$ cat src/inc/chan_defines.vh
// shared constants for the channel bit-bang and wake control block
`ifndef CHAN_DEFINES_VH
`define CHAN_DEFINES_VH
// ----------------------------------------
// io mode command values
// ----------------------------------------
`define IOMODE_NORMAL 8'h00
`define IOMODE_ASYNC_BB 8'h01
`define IOMODE_SYNC_BB 8'h04
// ----------------------------------------
// channel base modes
// ----------------------------------------
`define CHMODE_UART 1'b0
`define CHMODE_FIFO 1'b1
// ----------------------------------------
// prescaler limits and fraction step
// ----------------------------------------
`define DIV_INT_MIN 15'h0002
`define DIV_INT_MAX 15'h4000
`define FRAC_EIGHTHS 4'h8
// ----------------------------------------
// timing: clock rate and flush tick
// ----------------------------------------
`define CLK_HZ 125000000
`define FLUSH_STEP_US 1000
`define FLUSH_MS_MIN 8'h01
`define STROBE_CYCLES 4'h4
`endif

$ cat src/design/byte_fifo.v
// small synchronous fifo with valid/ready on both sides
`timescale 1ns/1ps
module byte_fifo #(
   parameter WIDTH = 8,
   parameter DEPTH = 8,
   parameter AW = 3
)
(
   input wire clk,
   input wire rst_n,
   input wire [WIDTH-1:0] in_data,
   input wire in_valid,
   output wire in_ready,
   output wire [WIDTH-1:0] out_data,
   output wire out_valid,
   input wire out_ready,
   output wire [AW:0] level
);
   reg [WIDTH-1:0] mem [0:DEPTH-1];
   reg [AW-1:0] wr_q;
   reg [AW-1:0] rd_q;
   reg [AW:0] cnt_q;
   wire push;
   wire pop;
   assign in_ready = (cnt_q != DEPTH[AW:0]);
   assign out_valid = (cnt_q != {(AW+1){1'b0}});
   assign out_data = mem[rd_q];
   assign level = cnt_q;
   assign push = in_valid && in_ready;
   assign pop = out_valid && out_ready;
   always @(posedge clk)
   begin
      if (push)
      begin
         mem[wr_q] <= in_data;
      end
   end
   always @(posedge clk)
   begin
      if (!rst_n)
      begin
         wr_q <= {AW{1'b0}};
         rd_q <= {AW{1'b0}};
         cnt_q <= {(AW+1){1'b0}};
      end
      else
      begin
         if (push)
         begin
            wr_q <= (wr_q == DEPTH[AW-1:0] - 1'b1) ? {AW{1'b0}} : wr_q + 1'b1;
         end
         if (pop)
         begin
            rd_q <= (rd_q == DEPTH[AW-1:0] - 1'b1) ? {AW{1'b0}} : rd_q + 1'b1;
         end
         cnt_q <= cnt_q + {{AW{1'b0}}, push} - {{AW{1'b0}}, pop};
      end
   end
endmodule // byte_fifo

$ cat src/design/channel_bitbang_wake_control.v
// per-channel bit-bang port, prescaler, wakeup, flush timer, power and reset
`timescale 1ns/1ps
`include "chan_defines.vh"
module channel_bitbang_wake_control #(
   parameter FIFO_DEPTH = 8,
   parameter FIFO_AW = 3,
   parameter MS_CYCLES = (`CLK_HZ / 1000) * `FLUSH_STEP_US / 1000
)
(
   input wire clk,
   input wire rst_n,
   input wire base_mode,
   input wire [7:0] io_mode_cmd,
   input wire io_mode_load,
   input wire [7:0] pin_dir,
   input wire [14:0] div_int,
   input wire [2:0] div_frac,
   input wire [7:0] flush_ms,
   input wire enumerated,
   input wire suspended,
   input wire remote_wake_en,
   input wire pulldown_en,
   input wire [7:0] tx_data,
   input wire tx_valid,
   output reg tx_ready,
   output reg [7:0] rx_data,
   output reg rx_valid,
   input wire rx_ready,
   input wire rx_level_nonzero,
   input wire bulk_in_req,
   output reg flush_now,
   output reg resume_req,
   input wire send_now_or_wakeup_n,
   input wire [7:0] port_in,
   output reg [7:0] port_out,
   output reg [7:0] port_oe,
   output reg wr_strobe_n,
   output reg rd_strobe_n,
   output reg [7:0] io_pulldown,
   output reg power_on_enable_n,
   output reg reset_output_n,
   output reg bitbang_active,
   output reg [1:0] mode_state
);
   // ----------------------------------------
   // mode and pin synchronisers
   // ----------------------------------------
   localparam ST_NORMAL = 2'b00;
   localparam ST_ASYNC = 2'b01;
   localparam ST_SYNC = 2'b10;
   reg [1:0] mode_q;
   reg [7:0] pin_s1_q;
   reg [7:0] pin_s2_q;
   reg wu_s1_q;
   reg wu_s2_q;
   reg wu_prev_q;
   wire wu_fall;
   always @(posedge clk)
   begin
      if (!rst_n)
      begin
         mode_q <= ST_NORMAL;
         pin_s1_q <= 8'h00;
         pin_s2_q <= 8'h00;
         // the wake pin idles high; its flops reset high so no false edge follows reset
         wu_s1_q <= 1'b1;
         wu_s2_q <= 1'b1;
         wu_prev_q <= 1'b1;
      end
      else
      begin
         pin_s1_q <= port_in;
         pin_s2_q <= pin_s1_q;
         wu_s1_q <= send_now_or_wakeup_n;
         wu_s2_q <= wu_s1_q;
         wu_prev_q <= wu_s2_q;
         if (io_mode_load)
         begin
            case (io_mode_cmd)
               `IOMODE_NORMAL: mode_q <= ST_NORMAL;
               `IOMODE_ASYNC_BB: mode_q <= ST_ASYNC;
               `IOMODE_SYNC_BB: mode_q <= ST_SYNC;
               default: mode_q <= mode_q;
            endcase
         end
      end
   end
   assign wu_fall = wu_prev_q && !wu_s2_q;
   // ----------------------------------------
   // fractional prescaler
   // ----------------------------------------
   // divisor clamped into range so a bad setting cannot stall the pacer
   reg [14:0] div_clamped;
   reg [14:0] pre_cnt_q;
   reg [3:0] frac_acc_q;
   reg tick_q;
   wire [3:0] frac_sum;
   wire extra;
   always @*
   begin
      if (div_int < `DIV_INT_MIN)
      begin
         div_clamped = `DIV_INT_MIN;
      end
      else if (div_int > `DIV_INT_MAX)
      begin
         div_clamped = `DIV_INT_MAX;
      end
      else
      begin
         div_clamped = div_int;
      end
   end
   assign frac_sum = frac_acc_q[2:0] + {1'b0, div_frac};
   assign extra = frac_sum[3];
   always @(posedge clk)
   begin
      if (!rst_n)
      begin
         pre_cnt_q <= 15'h0000;
         frac_acc_q <= 4'h0;
         tick_q <= 1'b0;
      end
      else
      begin
         tick_q <= 1'b0;
         if (pre_cnt_q == 15'h0000)
         begin
            // one extra cycle whenever the eighths accumulator carries
            pre_cnt_q <= div_clamped - 15'h0001 + {14'h0000, extra};
            frac_acc_q <= {1'b0, frac_sum[2:0]};
            tick_q <= 1'b1;
         end
         else
         begin
            pre_cnt_q <= pre_cnt_q - 15'h0001;
         end
      end
   end
   // ----------------------------------------
   // transmit fifo and bit-bang engine
   // ----------------------------------------
   wire [7:0] fifo_data;
   wire fifo_valid;
   wire fifo_in_ready;
   reg fifo_pop;
   wire [FIFO_AW:0] fifo_level;
   wire tx_push;
   reg [FIFO_AW:0] level_next;
   // tx_ready is registered, so it is built from the level of the next cycle;
   // a delayed copy of not-full would drop or repeat a byte at the full edge
   assign tx_push = tx_valid && tx_ready && fifo_in_ready;
   always @*
   begin
      level_next = fifo_level;
      if (tx_push)
      begin
         level_next = level_next + {{FIFO_AW{1'b0}}, 1'b1};
      end
      if (fifo_pop)
      begin
         level_next = level_next - {{FIFO_AW{1'b0}}, 1'b1};
      end
   end
   byte_fifo #(
      .WIDTH(8),
      .DEPTH(FIFO_DEPTH),
      .AW(FIFO_AW)
   ) u_txfifo (
      .clk(clk),
      .rst_n(rst_n),
      .in_data(tx_data),
      .in_valid(tx_push),
      .in_ready(fifo_in_ready),
      .out_data(fifo_data),
      .out_valid(fifo_valid),
      .out_ready(fifo_pop),
      .level(fifo_level)
   );
   reg [3:0] wr_cnt_q;
   reg [3:0] rd_cnt_q;
   reg sync_rd_pend_q;
   wire bb_on;
   assign bb_on = (mode_q != ST_NORMAL);
   // async mode reads the port on every tick with no read strobe still running, even with nothing written
   always @*
   begin
      fifo_pop = 1'b0;
      if (bb_on && tick_q && fifo_valid && wr_cnt_q == 4'h0)
      begin
         fifo_pop = 1'b1;
      end
   end
   always @(posedge clk)
   begin
      if (!rst_n)
      begin
         port_out <= 8'h00;
         port_oe <= 8'h00;
         wr_strobe_n <= 1'b1;
         rd_strobe_n <= 1'b1;
         wr_cnt_q <= 4'h0;
         rd_cnt_q <= 4'h0;
         sync_rd_pend_q <= 1'b0;
         rx_data <= 8'h00;
         rx_valid <= 1'b0;
         tx_ready <= 1'b0;
         bitbang_active <= 1'b0;
         mode_state <= ST_NORMAL;
      end
      else
      begin
         tx_ready <= (level_next != FIFO_DEPTH[FIFO_AW:0]);
         bitbang_active <= bb_on;
         mode_state <= mode_q;
         port_oe <= bb_on ? pin_dir : 8'h00;
         if (rx_valid && rx_ready)
         begin
            rx_valid <= 1'b0;
         end
         if (wr_cnt_q != 4'h0)
         begin
            wr_cnt_q <= wr_cnt_q - 4'h1;
            wr_strobe_n <= (wr_cnt_q == 4'h1);
         end
         if (rd_cnt_q != 4'h0)
         begin
            rd_cnt_q <= rd_cnt_q - 4'h1;
            rd_strobe_n <= (rd_cnt_q == 4'h1);
         end
         if (fifo_pop)
         begin
            port_out <= fifo_data;
            wr_strobe_n <= 1'b0;
            wr_cnt_q <= `STROBE_CYCLES;
            sync_rd_pend_q <= (mode_q == ST_SYNC);
         end
         // a full rx path drops the sample rather than stall the pacer
         if (bb_on && tick_q && rd_cnt_q == 4'h0 &&
             ((mode_q == ST_ASYNC) || sync_rd_pend_q))
         begin
            rd_strobe_n <= 1'b0;
            rd_cnt_q <= `STROBE_CYCLES;
            // a write on this same tick must keep its own read pending
            sync_rd_pend_q <= fifo_pop && (mode_q == ST_SYNC);
            if (!rx_valid || rx_ready)
            begin
               rx_data <= pin_s2_q;
               rx_valid <= 1'b1;
            end
         end
      end
   end
   // ----------------------------------------
   // wakeup, flush timer, power and reset
   // ----------------------------------------
   reg [16:0] ms_cnt_q;
   reg [7:0] to_cnt_q;
   reg flush_pend_q;
   reg [7:0] to_len;
   always @*
   begin
      to_len = flush_ms;
      if (flush_ms < `FLUSH_MS_MIN)
      begin
         to_len = `FLUSH_MS_MIN;
      end
   end
   always @(posedge clk)
   begin
      if (!rst_n)
      begin
         ms_cnt_q <= 17'h00000;
         to_cnt_q <= 8'h00;
         flush_pend_q <= 1'b0;
         flush_now <= 1'b0;
         resume_req <= 1'b0;
         power_on_enable_n <= 1'b1;
         io_pulldown <= 8'h00;
         reset_output_n <= 1'b0;
      end
      else
      begin
         reset_output_n <= 1'b1;
         resume_req <= 1'b0;
         power_on_enable_n <= !(enumerated && !suspended);
         io_pulldown <= (pulldown_en && power_on_enable_n) ? 8'hFF : 8'h00;
         if (wu_fall && suspended && remote_wake_en)
         begin
            resume_req <= 1'b1;
         end
         // the base mode changes neither which pins carry strobes nor the timing
         // the ms tick runs free, so the first step of a timeout may be short
         if (ms_cnt_q == MS_CYCLES[16:0] - 17'h00001)
         begin
            ms_cnt_q <= 17'h00000;
         end
         else
         begin
            ms_cnt_q <= ms_cnt_q + 17'h00001;
         end
         if (tx_valid || fifo_pop || !rx_level_nonzero)
         begin
            to_cnt_q <= to_len;
         end
         else if (ms_cnt_q == 17'h00000 && to_cnt_q != 8'h00)
         begin
            to_cnt_q <= to_cnt_q - 8'h01;
         end
         // set wins over the clear from a served bulk-in
         if ((wu_fall && !suspended && rx_level_nonzero) ||
             (to_cnt_q == 8'h01 && ms_cnt_q == 17'h00000 && rx_level_nonzero))
         begin
            flush_pend_q <= 1'b1;
         end
         else if (bulk_in_req)
         begin
            flush_pend_q <= 1'b0;
         end
         flush_now <= flush_pend_q && bulk_in_req;
      end
   end
   // base_mode only documents which pin map the strobes use
   wire unused_base;
   assign unused_base = base_mode;
endmodule // channel_bitbang_wake_control

$ cat config.mk
export PLATFORM = sky130hd
export DESIGN_NAME = channel_bitbang_wake_control
export DESIGN_NICKNAME = d
export VERILOG_FILES = /design/src/design/byte_fifo.v /design/src/design/channel_bitbang_wake_control.v
export VERILOG_INCLUDE_DIRS = /design/src /design/src/inc
export SDC_FILE = /design/constraint.sdc
export NUM_CORES = 1
export LEC_CHECK = 0
export BUFFER_PORTS_ARGS = -buffer_cell sky130_fd_sc_hd__buf_4
export CORE_MARGIN = 5
export CORE_UTILIZATION = 50
export DETAILED_ROUTE_END_ITERATION = 6
export PLACE_DENSITY_LB_ADDON = 0.05
export SETUP_SLACK_MARGIN = 0.4
export SKIP_CTS_REPAIR_TIMING = 1
export SLEW_MARGIN = 20
export SYNTH_ARGS = -nofsm -noshare
export SYNTH_HDL_FRONTEND = slang
export SYNTH_SLANG_ARGS = --single-unit
export TNS_END_PERCENT = 30
$ cat constraint.sdc
create_clock -name clk -period 3.1 [get_ports clk]
set_clock_uncertainty 0.2 [all_clocks]
set_input_delay 0.775 -clock clk [delete_from_list [all_inputs] [get_ports clk]]
set_output_delay 0.775 -clock clk [all_outputs]
set_load 0.005 [all_outputs]
; After elaboration in Yosys (flattened, before gate mapping)
; Memory sizes are Yosys's and may differ from the RTL's. A register that Yosys moved wholly into a read port is not among the register bits.
; Index checks and enable logic that the tools add are counted.
[word_totals]
register_bits = 120
latchBits = 0
mem_bits_rw = 64
mem_bits_ro = 0
in_bits = 71
elab_cells = 152
memories = 1
[classes]
addsub = 14
n_mul = 0
n_div = 0
n_lt_le_gt_ge = 3
n_eq_ne = 12
shift = 0
mux = 33
bitwise = 1
reduce_logical = 55
[memory_table]
columns = name, depth, width, rd, rd_ports_with_merged_regs, wr, line_no
row1 = u_txfifo.mem, 8, 8, 1, 1, 1, byte_fifo.v:19  ; reg [WIDTH-1:0] mem [0:DEPTH-1];
[op_table]
columns = cell, count
row1 = 15-bit two-way mux, 3
row2 = 8-bit two-way mux, 4
row3 = "15-bit by 1-bit subtractor with 15-bit output, second input constant", 2
row4 = 1-bit logical AND, 22
row5 = 3-bit two-way mux, 6
row6 = "17-bit by 1-bit adder with 17-bit output, second input constant", 1
row7 = "17-bit equality test, second input constant", 1
row8 = 17-bit logical NOT, 1
row9 = 1-bit two-way mux, 17
row10 = "8-bit by 1-bit equality test with 1-bit output, second input constant", 2
row11 = 15-bit by 1-bit adder with 15-bit output, 1
row12 = "15-bit > comparator, second input constant", 1
row13 = 15-bit logical NOT, 1
row14 = "15-bit by 2-bit less-than comparator with 1-bit output, second input constant", 1
row15 = 2-bit nonzero test, 6
row16 = 4-bit nonzero test, 3
row17 = "4-bit by 1-bit subtractor with 4-bit output, second input constant", 3
row18 = "4-bit by 1-bit equality test with 1-bit output, second input constant", 2
row19 = "8-bit by 3-bit equality test with 1-bit output, second input constant", 1
row20 = 4-bit logical NOT, 2
row21 = 8-bit logical NOT, 1
row22 = "8-bit by 1-bit less-than comparator with 1-bit output, second input constant", 1
row23 = 4-bit two-way mux, 2
row24 = "4-bit != test, second input constant", 2
row25 = other kinds (17), 32

; Logic depth before layout (Yosys ltp)
; Gate-level depths: netlist (run 1).
[logic_depth]
word_depth = 8
ltp_mapped = 14
mapped_depth_nobuf = 12

; Cells and area by module
; From an unflattened synthesis (run 1), not the netlist that was laid out.
[hier_totals]
hier_cells = 751
area_unflattened_um2 = 8280.4
[by_module_without_submodules]
columns = mod, instances, cells_per_inst, area_each_um2, seq_area_each_um2
row1 = channel_bitbang_wake_control, 1, 581, 5109.9, 2222.1
row2 = byte_fifo, 1, 170, 3170.5, 2182.1

; Worst setup path before layout (run 1)
; No wires, ideal clock.
[synth_timing]
path_kind = in2reg
from = in div_int[7]
to = reg pre_cnt_q[4]
arrival_ps = 2871
slack_ps = -87
path_stages = 10
n_path_buf = 1
cell_sequence = nor4_2 > nand3_1 > o211ai_1 > ha_1 > ha_1 > clkbuf_1 > nand3_1 > o21ai_0 > a21oi_1 > o211a_1
[synth_via]
elab_chain_cells = 6
[synth_rtl]
columns = element, line_no
row1 = "start, declared", channel_bitbang_wake_control.v:16  ; input wire [14:0] div_int,
row2 = 15-bit > comparator (no line), n/a
row3 = 15-bit two-way mux, channel_bitbang_wake_control.v:105  ; else if (div_int > `DIV_INT_MAX)
row4 = 15-bit two-way mux *, channel_bitbang_wake_control.v:101  ; if (div_int < `DIV_INT_MIN)
row5 = 15-bit by 1-bit subtractor with 15-bit output *, channel_bitbang_wake_control.v:130  ; pre_cnt_q <= div_clamped - 15'h0001 + {14'h0000, extra};
row6 = 15-bit by 1-bit adder with 15-bit output *, channel_bitbang_wake_control.v:130
row7 = 15-bit two-way mux *, channel_bitbang_wake_control.v:127  ; if (pre_cnt_q == 15'h0000)
row8 = "end signal, assigned", channel_bitbang_wake_control.v:130
row9 = "end signal, assigned", channel_bitbang_wake_control.v:136  ; pre_cnt_q <= pre_cnt_q - 15'h0001;
row10 = "end, declared", channel_bitbang_wake_control.v:94  ; reg [14:0] pre_cnt_q;
; Mark *: on every way between the ends. The rest lies on a longest branch, timed or not.
; A chain may end at the register's enable or synchronous reset.

; Final worst setup path (run 1)
[layout_timing]
from = reg wr_cnt_q[0]
to = reg u_txfifo.cnt_q[2] (netlist: u_txfifo.level[2])
[layout_via]
elab_chain_cells = 5
[layout_rtl]
columns = element, line_no
row1 = "start, declared", channel_bitbang_wake_control.v:180  ; reg [3:0] wr_cnt_q;
row2 = "start signal, assigned", channel_bitbang_wake_control.v:223  ; wr_cnt_q <= wr_cnt_q - 4'h1;
row3 = "start signal, assigned", channel_bitbang_wake_control.v:235  ; wr_cnt_q <= `STROBE_CYCLES;
row4 = 4-bit logical NOT, channel_bitbang_wake_control.v:189  ; if (bb_on && tick_q && fifo_valid && wr_cnt_q == 4'h0)
row5 = 1-bit logical AND, channel_bitbang_wake_control.v:189
row6 = 1-bit two-way mux, channel_bitbang_wake_control.v:189
row7 = 1-bit logical AND, byte_fifo.v:30  ; assign pop = out_valid && out_ready;
row8 = 4-bit by 1-bit subtractor with 4-bit output, byte_fifo.v:56  ; cnt_q <= cnt_q + {{AW{1'b0}}, push} - {{AW{1'b0}}, pop};
row9 = "end signal, assigned", byte_fifo.v:44  ; cnt_q <= {(AW+1){1'b0}};
row10 = "end signal, assigned", byte_fifo.v:56
row11 = "end, declared", byte_fifo.v:22  ; reg [AW:0] cnt_q;
; Every way passes these cells.

==> reports/results.tsv, run 1 <==
metric	value	unit
power.share.clock	33.5	%
grt_max_degree	41	
hold_violations	0	
ys_types	65	
combPwrFrac	22.6	%
max_clock_freq	390	MHz
rows	46	
n_antenna_cell	0	
nets	963	
power_switching_share	29.0	%
cts_buffers	17	
syn-cell-area	8090	um^2
grt_pass1_vias	5792	
gp_congestion	0.866	
wl	17000	um
r2r-start	wr_cnt_q[0]	
netlist.top_cell.by_area	dfxtp_1	
drc_errors	0	
drt_iter0_markers	270	
initial_core_util	50.9	%
critPathKind	register to register	
crit_slowest_cell	fa_1	
crit_chain	inv_2 -> ha_4 -> nor3b_4 -> o2111ai_4 -> inv_2 -> ha_1 -> inv_1 -> ha_1 -> inv_1 -> fa_1 -> xor2_1 -> nor2_1	
synth_nets	838	
clk_latency	420	ps
min_path_type	register to register	
first_pass_iters	5	
vias	5861	
cp-end-kind	register	
switching_power	1.91	mW
gr-usage-all-layers	18.3	%
die-area	18800	um^2
detail-route-antenna-nets	0	
synth-edff-count	64	
wire_per_inst	15.6	um
cp-startpoint	wr_cnt_q[0]	
synth_ff_type	dfxtp_1	
avgViaCountPerCell	5.38	
cpLargestDelayFamily	adder cells	
coreArea	15900	um^2
hp-start	wu_s1_q	
p_leak	3.85	nW
status	complete, no violations	
synthCells	736	
start_kind	register	
cp.arrival	2670	ps
final_common_cell	buf_4	
path_buf_inv	4	
fin_setup_tns	0	ps
path_clk_slew	70	ps
cpPeakStageDelay	370	ps
cts_tree	yes	
port_buffers	112	
path_max_fanout	7	
hpwl	12100	um
fin_hold_ws	212	ps
drv_slew	0	
relSlewSlack	39.6	%
antenna_found_initial	0	
power_density	660	nW/um^2
cts_htree_levels	4	
fin_crit	2560	ps
cap_violations	0	
clockBufferDepth	2	
avgSynthCellArea	11.0	um^2
async_flop_share	0	%
netlist.area_leader.share	29.9	%
drive_gt1_share	24.6	%
critPathRequiredTime	3210	ps
yosys-top-cells-area	dfxtp_1 (30%), edfxtp_1 (24%), ha_1 (4.5%)	
rsz0062_at_grt	true	
p_int	4.66	mW
worst_slew_pin_slew	905	ps
grt_first_pass_wirelength	27200	um
die_h	137	um
ir_worst_vdd	0.410	mV
root_buffer	clkbuf_16	
fin_crit_sh	82.7	%
syn2layout_area_growth	23.1	%
ys_seq_elements	185	
ys_seq_area_share	53.7	%
ios	114	
grt.overflow.total	0	
setup_viol	0	
final_cell_mix	buf_4 (141), dfxtp_1 (119), nor2_1 (73)	
yosys_warnings	0	
die_w	137	um
p_seq_share	43.9	%
cts_sinks	185	
per-stage QoR:
step | utilization, % | setup slack (ps) | power (mW) | area, um^2 | std cells
after global placement | 58.6 | 144 | 4.31 | 9300 | 1053
final | 62.7 | 537 | 6.57 | 9960 | 1090
after detailed placement | 58.6 | 116 | 4.38 | 9300 | 1053
after CTS | 62.4 | 386 | 6.58 | 9910 | 1085
after global routing | 62.7 | 358 | 6.94 | 9960 | 1090
after floorplan | - | 208 | 3.94 | 8200 | 736
path summary, 6_finish.rpt:
check | end | slack, ps | cells after the start
worst max-delay path | u_txfifo.level[2] | 540 | 12
worst min-delay path | wu_s2_q | 210 | 1
worst max register to register | u_txfifo.level[2] | 540 | 12
worst min register to register | wu_s2_q | 210 | 1
power groups by stage:
stage	clock (mW)	combinational [mW]	sequential, mW
after detailed placement	0	1.44	2.94
after global routing	2.36	1.66	2.91
after global placement	0	1.39	2.92
final	2.20	1.48	2.88
after floorplan	0	1.05	2.90
after CTS	2.25	1.45	2.88
metal layers:
layer  vias to the layer above  wire length [um]  GRT usage [%]
met5                         -                 0              0
met4                         0               311           6.54
met3                        23               721           3.94
li1                       2892                 -              -
met1                      2821              7240           22.3
met2                       125              8720           32.1
cell type report:
class                      count  area (um^2)
clock inverter                15          184
sequential                   185         4350
clock buffer                  17          425
multi-input combinational    486         3540
fill                        1301         5930
inverter                      29          111
timing repair buffer         142         1080
tap                          216          270
sequential cells by signal, indices dropped and copies added, names as in the netlist, 4 cells and up:
name / count
pin_s2_q: 8
wr_cnt_q: 4
u_txfifo.mem: 64
rd_cnt_q: 4
u_txfifo.level: 4
rx_data: 8
port_oe: 8
pre_cnt_q: 15
to_cnt_q: 8
pin_s1_q: 8
ms_cnt_q: 17
port_out: 8
cell families after synthesis:
group,count (synthesis),synth area share (%)
multiplexers,36,6.93
flip-flops,185,53.7
adder cells (fa/ha/maj),31,4.98
buffers and inverters,65,3.53
XOR/XNOR,42,4.55
AO/OA/AOI/OAI,115,9.18
AND/OR/NAND/NOR,262,17.2
synth_stat cells (2+ instances only):
library cell / count
dfxtp_1: 121
nor2_1: 73
edfxtp_1: 64
nand2_1: 45
a21oi_1: 34
ha_1: 29
inv_1: 27
o21ai_0: 25
xor2_1: 22
and2_1: 21
clkbuf_1: 21
mux2i_1: 20
xnor2_1: 20
nand3_1: 18
mux4_2: 16
nor2b_1: 14
nor3_1: 14
a211oi_1: 12
nor4_1: 12
nand4_1: 11
nand2b_1: 10
nand3b_1: 8
buf_4: 7
and3_1: 6
buf_2: 6
o211ai_1: 6
o31ai_1: 6
and4_1: 5
nor3b_1: 5
a21o_1: 4
a31oi_1: 4
nor4b_1: 4
or3_1: 4
o2111ai_1: 3
o31a_1: 3
a311oi_1: 2
fa_1: 2
o211a_1: 2
o311ai_1: 2
o32ai_1: 2
or2_2: 2
(Power assumes the default switching activity.)
==> run 2, diff against run 1 <==
- clock period: 3.1 -> 2.08 ns (I/O delays scaled with it)
==> reports/results.tsv, run 2 (synthesis results as in run 1) <==
metric	value	unit	change
status	finished with violations		
violations	setup timing		
wire_per_inst	17.0	um	+8.8%
vias	6359		+8.5%
wl	20000	um	+18%
drive_gt1_share	41.7	%	+17 points
clockBufferDepth	2		unchanged
rrSetupSlack	-280	ps	-820 ps
p_leak	4.46	nW	+16%
gr-usage-all-layers	20.8	%	+2.5 points
die_h	137	um	unchanged
path_max_fanout	3		-4
largest_register_ffs	64		unchanged
rsz0062_at_grt	true		
drc_errors	0		unchanged
die_w	137	um	unchanged
cp.arrival	2480	ps	-190 ps
gp_congestion	0.841		-3.0%
final_common_cell	buf_4		
worst_slew_pin_slew	576	ps	-329 ps
die-area	18800	um^2	unchanged
top_regs	u_txfifo.mem (64), ms_cnt_q (17), pre_cnt_q (15)		
fin_crit_sh	114	%	+31 points
regMostFlops	u_txfifo.mem		
rows	46		unchanged
cp-end-kind	register		
final_cell_mix	buf_4 (194), dfxtp_1 (104), nor2_1 (69)		
placed_area	10100	um^2	+8.6%
min_path_type	input pin to register		
ir_worst_vdd	0.656	mV	+60%
ios	114		unchanged
relSlewSlack	61.6	%	+22 points
cap_violations	0		unchanged
worst_slack	-283	ps	-820 ps
antenna_found_initial	0		unchanged
max_clock_freq	423	MHz	+8.5%
coreArea	15900	um^2	unchanged
path_clk_slew	70	ps	about the same
hpwl	13700	um	+13%
start_kind	register		
grt.overflow.total	0		unchanged
hold_violations	0		unchanged
n_antenna_cell	0		unchanged
grt_max_degree	32		-22%
nets	1053		+9.3%
critPathRequiredTime	2200	ps	-1010 ps
port_buffers	112		unchanged
initial_core_util	50.9	%	unchanged
cts_htree_levels	4		unchanged
drv_slew	0		unchanged
cts_buffers	17		unchanged
grt_first_pass_wirelength	30800	um	+13%
detail-route-antenna-nets	0		unchanged
root_buffer	clkbuf_16		
avgViaCountPerCell	5.39		+0.22%
cts_sinks	185		unchanged
grt_pass1_vias	6322		+9.2%
setup_viol	63		+63
power_density	933	nW/um^2	+41%
fin_crit	2360	ps	-200 ps
design_area	11400	um^2	+15%
first_pass_iters	5		unchanged
clk_latency	430	ps	about the same
cts_tree	yes		
dp_slack	-586	ps	-703 ps
drt_iter0_markers	330		+22%
critPathKind	register to register		
syn2layout_area_growth	41.5	%	
power	10.7	mW	+63%
==> run 2: metrics by stage <==
step	setup TNS [ps]	utilization, %	instances	hold slack (ps)
3_5_place_dp	-10730	63.6	1125	203
4_1_cts	-8190	67.3	1157	55.0
2_1_floorplan	-12480	-	736	186
3_3_place_gp	-9030	63.6	1125	190
6_report	-4820	72.1	1180	77.3
5_1_grt	-10240	72.1	1180	54.5
==> run 2: path summary, 6_finish.rpt <==
| kind | start | to | cells after the start |
|---|---|---|---|
| max reg2reg | wr_cnt_q[0] | u_txfifo.level[1] | 11 |
| min reg2reg | wu_s1_q | wu_s2_q | 1 |
| min | send_now_or_wakeup_n | wu_s1_q | 2 |
| max | wr_cnt_q[0] | u_txfifo.level[1] | 11 |
==> run 2: power by group <==
part | total, mW | switching, mW | internal (mW)
Combinational | 3.27 | 1.51 | 1.75
Clock | 3.11 | 1.51 | 1.60
Sequential | 4.31 | 0.252 | 4.06
==> run 2: worst max-delay path: stages, from the launching register on <==
cell	delay, ps
dfxtp_2	330
inv_2	70
ha_4	130
nor3b_4	280
o2111ai_4	160
inv_2	110
ha_4	200
inv_4	50
ha_4	130
inv_2	40
fa_2	510
nor2_1	40
==> run 2: layer usage <==
layer | wire length (um) | vias up | share of wire (%) | GRT usage (%)
met5 | 0 | - | 0 | 0
met4 | 271 | 0 | 1.4 | 5.65
met3 | 860 | 21 | 4.3 | 4.20
met2 | 10700 | 146 | 53 | 38.3
met1 | 8200 | 3116 | 41 | 24.8
li1 | - | 3076 | - | -
==> run 2: layout make-up <==
| cell class | count | area [um^2] |
|---|---|---|
| Tap cell | 216 | 270 |
| Sequential cell | 185 | 4370 |
| Clock inverter | 15 | 159 |
| Clock buffer | 17 | 425 |
| Inverter | 29 | 129 |
| Timing Repair Buffer | 232 | 2020 |
| Fill cell | 1132 | 4440 |
| Multi-Input combinational cell | 486 | 4080 |
